<file path="src/shared/video_dac_defs.svh">
// Offsets, field positions, reset values and timing counts of the video DAC front end.
// Assumes inclusion by bare name from the package and the design modules.
`ifndef VIDEO_DAC_DEFS_SVH
`define VIDEO_DAC_DEFS_SVH

// ---------------------------------------------------------------
// Register offsets (byte addresses)
// ---------------------------------------------------------------
`define ADDR_W 4
`define OFS_CTRL 4'h0
`define OFS_SAMPLE 4'h4
`define OFS_STATUS 4'h8
`define OFS_COUNT 4'hc

// ---------------------------------------------------------------
// Control fields
// ---------------------------------------------------------------
`define CTRL_W 7
`define CTRL_COMPOSITE 0
`define CTRL_SW_LOAD 1
`define CTRL_WHITE 2
`define CTRL_BLANK 3
`define CTRL_SYNC 4
`define CTRL_SET 5
`define CTRL_RESET 6
`define CTRL_RST_VAL 7'h01

// ---------------------------------------------------------------
// Status fields
// ---------------------------------------------------------------
`define ST_SYNC 8
`define ST_BLANK 9
`define ST_OVERRIDE 10
`define ST_CONFLICT 11
`define ST_RATE 12

// ---------------------------------------------------------------
// Sample coding, timing and bus response codes
// ---------------------------------------------------------------
`define CODE_W 8
`define CODE_WHITE 8'hff
`define CODE_FULL 8'h00
`define COUNT_W 16
`define CLK_MHZ 10
`define STROBE_MAX_ECL_MHZ 100
`define STROBE_MAX_TTL_MHZ 40
`define STROBE_MIN_GAP 3
`define RESP_OKAY 2'h0
`define RESP_SLVERR 2'h2

`endif

</file>
<file path="src/shared/video_dac_pkg.sv">
// Types shared by the video DAC front end modules.
// Assumes video_dac_defs.svh on the include path.
`include "video_dac_defs.svh"

package video_dac_pkg;

  typedef logic [`CODE_W-1:0] code_t;
  typedef logic [`ADDR_W-1:0] addr_t;

  typedef struct packed {
    logic [`CTRL_W-1:0] ctrl;
    code_t code;
    logic sync_sw;
    logic blank_sw;
    logic conflict;
    logic rate;
    logic [`COUNT_W-1:0] count;
    logic aw_ok;
    addr_t aw_addr;
    logic w_ok;
    logic [31:0] w_data;
    logic [3:0] w_strb;
    logic awready;
    logic wready;
    logic bvalid;
    logic [1:0] bresp;
    logic arready;
    logic rvalid;
    logic [1:0] rresp;
    logic [31:0] rdata;
  } top_state_t;

endpackage

</file>
<file path="src/core/pin_sync.sv">
// Two-stage synchroniser for a group of pin inputs.
// Assumes the pins are asynchronous to sys_clk.
`timescale 1ns/1ps

module pin_sync #(
  parameter int WIDTH = 1,
  parameter logic [WIDTH-1:0] RST_VAL = '0
) (
  // Clock and reset
  input wire logic sys_clk,
  input wire logic rst,
  // Pins and synchronised copy
  input wire logic [WIDTH-1:0] pin_in,
  output logic [WIDTH-1:0] pin_sync_out
);

  typedef struct packed {
    logic [WIDTH-1:0] meta;
    logic [WIDTH-1:0] stable;
  } sync_state_t;

  sync_state_t state_reg;
  sync_state_t state_next;

  initial
  begin
    if (WIDTH < 1)
      $error("pin_sync needs WIDTH of at least 1");
  end

  always_comb
  begin
    state_next.meta = pin_in;
    state_next.stable = state_reg.meta;
  end

  always_ff @(posedge sys_clk)
  begin
    if (rst)
      state_reg <= '{meta: RST_VAL, stable: RST_VAL};
    else
      state_reg <= state_next;
  end

  assign pin_sync_out = state_reg.stable;

endmodule

</file>
<file path="src/core/strobe_edge.sv">
// Rising-edge detector for the synchronised sample strobe, with spacing check.
// Assumes strobe_s already passed a two-stage synchroniser.
`timescale 1ns/1ps
`include "video_dac_defs.svh"

module strobe_edge #(
  parameter int MIN_GAP = `STROBE_MIN_GAP
) (
  // Clock and reset
  input wire logic sys_clk,
  input wire logic rst,
  // Strobe level in, events out
  input wire logic strobe_s,
  output logic rise,
  output logic too_fast
);

  typedef struct packed {
    logic prev;
    logic seen;
    logic [7:0] gap;
    logic rise;
    logic too_fast;
  } edge_state_t;

  edge_state_t state_reg;
  edge_state_t state_next;

  initial
  begin
    if (MIN_GAP < 2 || MIN_GAP > 255)
      $error("strobe_edge needs MIN_GAP between 2 and 255");
  end

  always_comb
  begin
    state_next = state_reg;
    state_next.prev = strobe_s;
    state_next.rise = strobe_s && !state_reg.prev;
    state_next.too_fast = 1'b0;
    if (state_next.rise)
    begin
      // Edges closer than the sampler can resolve
      state_next.too_fast = state_reg.seen && (state_reg.gap < 8'(MIN_GAP - 1));
      state_next.seen = 1'b1;
      state_next.gap = 8'h00;
    end
    else if (state_reg.gap != 8'hff)
      state_next.gap = state_reg.gap + 8'h01;
  end

  always_ff @(posedge sys_clk)
  begin
    if (rst)
      state_reg <= '{prev: 1'b0, seen: 1'b0, gap: 8'h00, rise: 1'b0, too_fast: 1'b0};
    else
      state_reg <= state_next;
  end

  assign rise = state_reg.rise;
  assign too_fast = state_reg.too_fast;

endmodule

</file>
<file path="src/core/video_dac_input_register.sv">
// Input register and override logic of an 8-bit video D/A converter, AXI4-Lite slave.
// Assumes data, strobe and override pins arrive asynchronously to sys_clk.
//
// Behaviour
// - Sample captured on rising strobe edge
// - Eight flip-flops, one per current switch
// - All ones: switches off, zero volts
// - All zeros: all switches on, full scale
// - White override sets every register bit unless sync/blanking asserted
// - Sync or blanking clears every register bit
// - Sync/blanking switch added while asserted
// - Plain variant: set and reset inputs
// - Strobe rate bounded, 100/40 MHz builds
// - 256 gray levels plus separate sync/blank
// - White override input is active low
// - Sync and blanking inputs active low
`timescale 1ns/1ps
`include "video_dac_defs.svh"

module video_dac_input_register
  import video_dac_pkg::*;
#(
  parameter int MIN_GAP = `STROBE_MIN_GAP
) (
  // Clock and reset
  input wire logic sys_clk,
  input wire logic rst,
  // Sample pins
  input wire video_dac_pkg::code_t sample_in,
  input wire logic strobe_in,
  // Composite variant overrides
  input wire logic white_n,
  input wire logic sync_n,
  input wire logic blank_n,
  // Plain variant overrides
  input wire logic set_in,
  input wire logic reset_in,
  // Current switch drives
  output video_dac_pkg::code_t switch_code,
  output logic sync_switch,
  output logic blank_switch,
  // AXI4-Lite write address
  input wire logic awvalid,
  output logic awready,
  input wire video_dac_pkg::addr_t awaddr,
  input wire logic [2:0] awprot,
  // AXI4-Lite write data
  input wire logic wvalid,
  output logic wready,
  input wire logic [31:0] wdata,
  input wire logic [3:0] wstrb,
  // AXI4-Lite write response
  output logic bvalid,
  input wire logic bready,
  output logic [1:0] bresp,
  // AXI4-Lite read address
  input wire logic arvalid,
  output logic arready,
  input wire video_dac_pkg::addr_t araddr,
  input wire logic [2:0] arprot,
  // AXI4-Lite read data
  output logic rvalid,
  input wire logic rready,
  output logic [31:0] rdata,
  output logic [1:0] rresp
);

  import video_dac_pkg::*;

  // ---------------------------------------------------------------
  // Helpers
  // ---------------------------------------------------------------
  function automatic logic is_mapped(input addr_t a);
    is_mapped = (a == `OFS_CTRL) || (a == `OFS_SAMPLE) ||
                (a == `OFS_STATUS) || (a == `OFS_COUNT);
  endfunction

  function automatic logic [31:0] read_word(input addr_t a, input top_state_t s,
                                            input logic ovr);
    read_word = 32'h0000_0000;
    unique case (a)
      `OFS_CTRL: read_word[`CTRL_W-1:0] = s.ctrl;
      `OFS_SAMPLE: read_word[`CODE_W-1:0] = s.code;
      `OFS_STATUS:
      begin
        read_word[`CODE_W-1:0] = s.code;
        read_word[`ST_SYNC] = s.sync_sw;
        read_word[`ST_BLANK] = s.blank_sw;
        read_word[`ST_OVERRIDE] = ovr;
        read_word[`ST_CONFLICT] = s.conflict;
        read_word[`ST_RATE] = s.rate;
      end
      `OFS_COUNT: read_word[`COUNT_W-1:0] = s.count;
      default: read_word = 32'h0000_0000;
    endcase
  endfunction

  initial
  begin
    if (MIN_GAP < 2 || MIN_GAP > 255)
      $error("MIN_GAP must lie between 2 and 255");
  end

  // ---------------------------------------------------------------
  // Pin synchronisers and strobe edge
  // ---------------------------------------------------------------
  code_t sample_s;
  logic [5:0] ctl_s;
  logic strobe_rise;
  logic strobe_fast;

  pin_sync #(
    .WIDTH(`CODE_W + 6),
    .RST_VAL({8'h00, 6'h1c})
  ) u_pin_sync (
    .sys_clk(sys_clk),
    .rst(rst),
    .pin_in({sample_in, strobe_in, white_n, sync_n, blank_n, set_in, reset_in}),
    .pin_sync_out({sample_s, ctl_s})
  );

  strobe_edge #(
    .MIN_GAP(MIN_GAP)
  ) u_strobe_edge (
    .sys_clk(sys_clk),
    .rst(rst),
    .strobe_s(ctl_s[5]),
    .rise(strobe_rise),
    .too_fast(strobe_fast)
  );

  // ---------------------------------------------------------------
  // Override decode
  // ---------------------------------------------------------------
  top_state_t r;
  top_state_t n;
  logic composite;
  logic white_act;
  logic sync_act;
  logic blank_act;
  logic set_act;
  logic clr_act;
  logic override;
  logic wr_fire;

  assign composite = r.ctrl[`CTRL_COMPOSITE];
  assign white_act = composite && (!ctl_s[4] || r.ctrl[`CTRL_WHITE]);
  assign sync_act = composite && (!ctl_s[3] || r.ctrl[`CTRL_SYNC]);
  assign blank_act = composite && (!ctl_s[2] || r.ctrl[`CTRL_BLANK]);
  assign set_act = !composite && (ctl_s[1] || r.ctrl[`CTRL_SET]);
  assign clr_act = sync_act || blank_act ||
                   (!composite && (ctl_s[0] || r.ctrl[`CTRL_RESET]));
  assign override = white_act || set_act || clr_act;
  assign wr_fire = r.aw_ok && r.w_ok && !r.bvalid;

  // ---------------------------------------------------------------
  // Next state
  // ---------------------------------------------------------------
  always_comb
  begin
    n = r;

    // Write address and data taken in either order
    if (r.awready && awvalid)
    begin
      n.aw_ok = 1'b1;
      n.aw_addr = awaddr;
    end
    if (r.wready && wvalid)
    begin
      n.w_ok = 1'b1;
      n.w_data = wdata;
      n.w_strb = wstrb;
    end
    if (r.bvalid && bready)
      n.bvalid = 1'b0;
    if (wr_fire)
    begin
      n.aw_ok = 1'b0;
      n.w_ok = 1'b0;
      n.bvalid = 1'b1;
      n.bresp = is_mapped(r.aw_addr) ? `RESP_OKAY : `RESP_SLVERR;
      if (r.aw_addr == `OFS_CTRL && r.w_strb[0])
        n.ctrl = r.w_data[`CTRL_W-1:0];
      if (r.aw_addr == `OFS_STATUS && r.w_strb[1])
      begin
        if (r.w_data[`ST_CONFLICT])
          n.conflict = 1'b0;
        if (r.w_data[`ST_RATE])
          n.rate = 1'b0;
      end
    end
    n.awready = !n.aw_ok && !n.bvalid;
    n.wready = !n.w_ok && !n.bvalid;

    // Read channel, one outstanding
    if (r.rvalid && rready)
      n.rvalid = 1'b0;
    if (r.arready && arvalid)
    begin
      n.rvalid = 1'b1;
      n.rdata = read_word(araddr, r, override);
      n.rresp = is_mapped(araddr) ? `RESP_OKAY : `RESP_SLVERR;
    end
    n.arready = !n.rvalid;

    // Input register: eight flip-flops feeding the switches
    if (clr_act)
      n.code = `CODE_FULL;
    else if (white_act || set_act)
      n.code = `CODE_WHITE;
    else if (strobe_rise)
    begin
      n.code = sample_s;
      n.count = r.count + `COUNT_W'(1);
    end
    else if (wr_fire && r.aw_addr == `OFS_SAMPLE && r.w_strb[0] &&
             r.ctrl[`CTRL_SW_LOAD])
      n.code = r.w_data[`CODE_W-1:0];
    // Otherwise the register holds, forced value included

    // Separate level switches, no gray code used
    n.sync_sw = sync_act;
    n.blank_sw = blank_act;

    // Sticky flags; a new event beats a clear
    if (white_act && (sync_act || blank_act))
      n.conflict = 1'b1;
    if (strobe_fast)
      n.rate = 1'b1;
  end

  // ---------------------------------------------------------------
  // State register
  // ---------------------------------------------------------------
  always_ff @(posedge sys_clk)
  begin
    if (rst)
    begin
      r <= '0;
      r.ctrl <= `CTRL_RST_VAL;
      r.awready <= 1'b1;
      r.wready <= 1'b1;
      r.arready <= 1'b1;
    end
    else
      r <= n;
  end

  // ---------------------------------------------------------------
  // Outputs
  // ---------------------------------------------------------------
  assign switch_code = r.code;
  assign sync_switch = r.sync_sw;
  assign blank_switch = r.blank_sw;
  assign awready = r.awready;
  assign wready = r.wready;
  assign bvalid = r.bvalid;
  assign bresp = r.bresp;
  assign arready = r.arready;
  assign rvalid = r.rvalid;
  assign rdata = r.rdata;
  assign rresp = r.rresp;

endmodule

</file>
<file path="config.mk">
export PLATFORM = sky130hd
export DESIGN_NAME = video_dac_input_register
export DESIGN_NICKNAME = d
export VERILOG_FILES = /design/src/shared/video_dac_pkg.sv /design/src/core/pin_sync.sv /design/src/core/strobe_edge.sv /design/src/core/video_dac_input_register.sv
export VERILOG_INCLUDE_DIRS = /design/src /design/src/shared
export SDC_FILE = /design/constraint.sdc
export NUM_CORES = 1
export LEC_CHECK = 0
export ABC_AREA = 0
export CAP_MARGIN = 20
export CORE_UTILIZATION = 59
export CTS_BUF_LIST = sky130_fd_sc_hd__clkbuf_8
export CTS_CLUSTER_SIZE = 10
export DETAILED_ROUTE_END_ITERATION = 6
export DONT_BUFFER_PORTS = 1
export PLACE_DENSITY = 0.78
export SYNTH_ARGS = -nofsm -noshare
export SYNTH_HDL_FRONTEND = slang
export SYNTH_SLANG_ARGS = --single-unit
</file>
<file path="constraint.sdc">
create_clock -name sys_clk -period 1.55 [get_ports sys_clk]
set_clock_uncertainty 0.05 [all_clocks]
set_input_delay 0.3875 -clock sys_clk [delete_from_list [all_inputs] [get_ports sys_clk]]
set_output_delay 0.3875 -clock sys_clk [all_outputs]
set_load 0.01 [all_outputs]
</file>
# Yosys cells after proc, flatten, opt, wreduce, memory -nomap -nowiden
# Cells that the tools add are included.
# word_totals
elab_cells,127
register_bits,142
output_inout_bits,51
# classes
n_eq_ne,7
order_cmp,1
n_reduce_logical,64
add_sub_neg,2
muxes,23
n_bitwise,3
# ops
cell,count
$mux W37,1
$mux W35,1
$mux W8,3
$logic_and A1 B1 Y1,22
$pmux W7 S3,1
$add A16 B1 Y16 const B,1
$eq A4 B4 Y1 const B,4
$logic_or A1 B1 Y1,15
$reduce_bool A2 Y1,6
$logic_not A1 Y1,10
$pmux W5 S2,1
$reduce_and A3 Y1,3
$add A8 B1 Y8 const B,1
$eq A4 B3 Y1 const B,2
$logic_not A4 Y1,2
$lt A8 B2 Y1 const B,1
$mux W1,8
$mux W2,4
$ne A8 B8 Y1 const B,1
$reduce_or A2 Y1,4
$mux W3,2
$mux W5,1
$not A1 Y1,3
$reduce_bool A3 Y1,1
2 further kinds,2

# Longest topological paths before layout
# depth
word_depth,9
ltp_mapped,7

# Cells and area by module
# A second synthesis with hierarchy kept.
# hier_totals
hier_cells,520
hier_area_um2,4864.7
# modules_own_cells
module,seq_area_each_um2,instances,area_per_inst_um2,cells_each
video_dac_input_register,1521.5,1,3549.7,403
pin_sync,560.5,1,762.0,58
strobe_edge,240.2,1,553.0,59

# Least setup slack after synthesis
# OpenSTA, ideal clock, no wires.
# synth_path
path_type,register -> register
startpoint,register u_strobe_edge.state_reg (netlist bit u_strobe_edge.rise)
endpoint,register r[95] in the netlist's numbering
setup_ns,0.070
arrival_ns,1.484
slack_ns,-0.055
stages_incl_launch_ff,7
n_path_buf,2
path_cell_list,dfxtp_1 -> buf_2 -> nor3b_2 -> a22oi_1 -> buf_6 -> or4_1 -> a21oi_1
# synth_via
elab_chain_len,1
# synth_rtl
item,line_no,rtl
"start, declared",strobe_edge.sv:26,edge_state_t state_reg;
"start signal, assigned",strobe_edge.sv:55,"state_reg <= '{prev: 1'b0, seen: 1'b0, gap: 8'h00, rise: 1'b0, too_fast: 1'b0};"
"start signal, assigned",strobe_edge.sv:57,state_reg <= state_next;
$reduce_and A3 Y1 (no line),-,
"end signal, assigned",video_dac_input_register.sv:247,r <= n;
"end, declared",video_dac_input_register.sv:135,top_state_t r;
# No other way between the ends.
# A chain may end at the register's enable or synchronous reset.

# Worst setup path in the final report
# layout_path
startpoint,register r[114] in the netlist's numbering
endpoint,register r[97] in the netlist's numbering
# layout_via
elab_chain_len,6
# layout_rtl
item,line_no,rtl
$logic_or A1 B1 Y1,video_dac_input_register.sv:149,assign blank_act = composite && (!ctl_s[2] || r.ctrl[`CTRL_BLANK]);
$logic_and A1 B1 Y1,video_dac_input_register.sv:149,
$logic_or A1 B1 Y1 (2 in a row),video_dac_input_register.sv:151,assign clr_act = sync_act || blank_act ||
$not A1 Y1 (no line),-,
$reduce_and A3 Y1 (no line),-,
# No other way between the ends.

==> metrics.cfg <==
[critical_path]
path_class = register to register
crit_fanout = 12
r2r_slack_ps = -170
cp_cell_sequence = and4bb_2 -> a22oi_2 -> buf_12 -> or4_4 -> a21oi_2
worstPathRequired_ps = 1870
reg2reg_from = r[114]
r2r_cells = 5
arrival_ps = 2030
crit_path_top_delay_cell = or4_4
critPathCaptureType = register
critPathLaunchType = register
slowest_delay_ps = 510
r2r_end = r[97]

[placement]
place_ws_ps = -104.1
dp.final_hpwl_um = 7019
gp_congestion = 0.8761
dpl-instance-area_um2 = 4965
io_buffers = 0
dp_cells = 625

[hold_path]
whs_endpoint = r[47]
hp-class = primary input to register
min_from = rst
hold_depth = 1

[finish]
largest_register_ffs = 42
drive_above_1_share_pct = 23.70
area_growth_pct = 22.93
n_antenna_cell = 0
nNetsFinal = 655
seqCellArea_um2 = 2333
n_fill_cell = 519
design_area_um2 = 5916
largest-register = r
multi_input_area_um2 = 2167
fin_cells = 697

[die]
start_util_pct = 61.63
num_rows = 32
fp.dieW_um = 92.31
io-pin-count = 122
die_y_um = 92.31
core_um2 = 7807
dieArea_um2 = 8521

[clocking]
cts_buffers = 17
path_clk_slew_ps = 80
cts-root-buf = clkbuf_8
cts_buffer_depth = 2
h-tree-depth = 4
clock_sinks = 116
cts_tree = built
clk_latency_ps = 430

[yosys]
synth-edff-count = 0
async_flop_share_pct = 0
yosys_register_bits = 116
synthFlopType = dfxtp_1
netlist_top_cells_area = dfxtp_1, buf_4, a21oi_1
syn_inst = 528
synth.cell_area_um2 = 4812
syn_avg_cell_area_um2 = 9.114
yosysWarnings = 0
synth.yosys.seq_area_share_pct = 48.26
synth_top_area_cell = dfxtp_1
synth_cell_types = 54
yosysTopAreaCellShare_pct = 48.26

[global_route]
first_global_vias = 3968
overflow = 0
grt_max_degree = 97
grt_pass1_wl_um = 18830
grt_usage_pct = 28.03
antenna_found_initial = 0

[sta]
slew_headroom_pct = 56.66
rsz0062_at_grt = yes
hold_slack_ps = 14.40
max_freq_mhz = 583.1
finalWorstSetupSlack_ps = -165.1
hold_violations = 0
period_share_pct = 110.6
tns_ps = -1927
setup_viol = 24
worst_pin_slew_ps = 647.9
period_needed_ps = 1715
slew_viol_final = 0

[pwr]
power_density_nw_per_um2 = 1112
power_leakage_uw = 0.002312
ir_drop_mv = 0.7912

[detailed_routing]
avgViaCountPerCell = 5.762
ant_nets = 0
firstDrtPassIters = 7
num_vias = 4016
drtIter0Drc = 252
wl_um = 11590
drc = 4
wl_per_cell_um = 16.63

[outcome]
status = finished, violations left
violations = design-rule violations, negative setup slack

[flow_run]
cap_violations = 0

## stage by stage
| step | total power (uW) | utilization [%] |
|---|---|---|
| floorplan | 3584 | - |
| global placement | 3592 | 63.59 |
| detailed placement | 3609 | 63.59 |
| CTS | 6558 | 74.21 |
| global route | 6831 | 75.77 |
| finish | 6580 | 75.77 |
## metal layers
layer  up-vias  track usage [%]  part of all wire (%)
met3        23            8.621                   8.2
met2       157            47.65                    51
met1      1930            32.90                    39
li1       1906                -                     -
met4         0            10.94                   2.0
met5         -                0                     0
## worst max-delay path, delay by kind of cell, from the launching register on
family          cells  cell delay, ps
compound gates      2             250
buf+inv             1             170
flops               1             330
simple gates        2             840
## report_power, final
group	switching (uW)	internal, uW	total, uW
clock	1330	1600	2930
combinational	223	245	468
sequential	95.5	3090	3190
## cell usage after synthesis, types with 2 or more instances
cell	number
ha_1	2
buf_2	4
nor3_1	13
dfxtp_1	116
or2_2	9
nor2b_1	24
buf_1	5
and3_1	5
a31oi_1	10
inv_1	18
nand2b_1	6
a2bb2oi_1	9
nand4_1	5
nand2_1	43
or3_1	7
o31ai_1	7
nor2_1	43
mux2i_1	13
or4_1	7
a21oi_1	44
xor2_1	4
clkbuf_1	16
o21ai_0	8
buf_4	44
o221a_2	8
a22oi_1	6
nand3_1	13
a222oi_1	7
o41ai_1	3
and2_1	4
and4_1	2
## cell usage in the layout, fill, tap and decap left out, drive strengths merged, types with 2 or more instances in the layout
master	synthesis	layout
and3	5	5
nand4	5	5
dlygate4sd3	0	37
ha	2	2
nor4	2	2
buf	54	50
and4	2	2
clkbuf	16	17
clkinvlp	0	4
dfxtp	116	116
bufinv	0	3
clkinv	0	4
nand2b	6	6
nor3	14	14
o221a	8	8
nand2	43	43
conb	1	18
mux2i	13	13
a22oi	6	6
a2bb2oi	9	9
o41ai	3	3
a21oi	44	44
xor2	4	4
or3	7	7
o211ai	2	2
a31oi	10	10
nor2b	24	24
inv	18	22
nor2	43	43
o21ai	8	8
nand3	13	13
or2	10	10
a222oi	7	7
or4	7	7
and2	5	5
o31ai	7	7
## cell families (layout without fill, tap and decap cells)
| logic type | after synthesis | count (layout) | synth area share (%) |
|---|---|---|---|
| buffers and inverters | 88 | 138 | 10.56 |
| multiplexers | 13 | 13 | 2.704 |
| AND/OR/NAND/NOR | 198 | 198 | 22.15 |
| flip-flops | 116 | 116 | 48.26 |
| XOR/XNOR | 4 | 4 | 0.7280 |
| AO/OA/AOI/OAI | 106 | 106 | 15.00 |
| adder cells (fa/ha/maj) | 2 | 2 | 0.5199 |
| other | 1 | 18 | 0.07793 |
## timing repair
action	in CTS	in global routing
buffers inserted	0	2
hold endpoints to repair	88	52
endpoints found under the setup margin	22	43
hold buffers	36	1
gates cloned	1	0
pin swaps	8	6
resized for setup	7	27
## final cells by class
class	count	area share (%)
repair buffers	88	13.64
clock inverters	15	3.025
well taps	102	2.157
inverters	18	1.142
multi-input cells	341	36.63
flip-flops and latches	116	39.45
clock buffers	17	3.955
## worst max path at each step
stage	start	to	slack [ps]	depth (start not counted)
final	r[114]	r[97]	-170	5
after global routing	r[114]	r[97]	-210	5
after global placement	r[114]	r[91]	-70	5
after floorplan	r[114]	r[95]	-6	5
after CTS	r[115]	r[91]	-150	5
after detailed placement	r[114]	r[86]	-100	6
No activity file was read; power rests on OpenSTA's default activity.
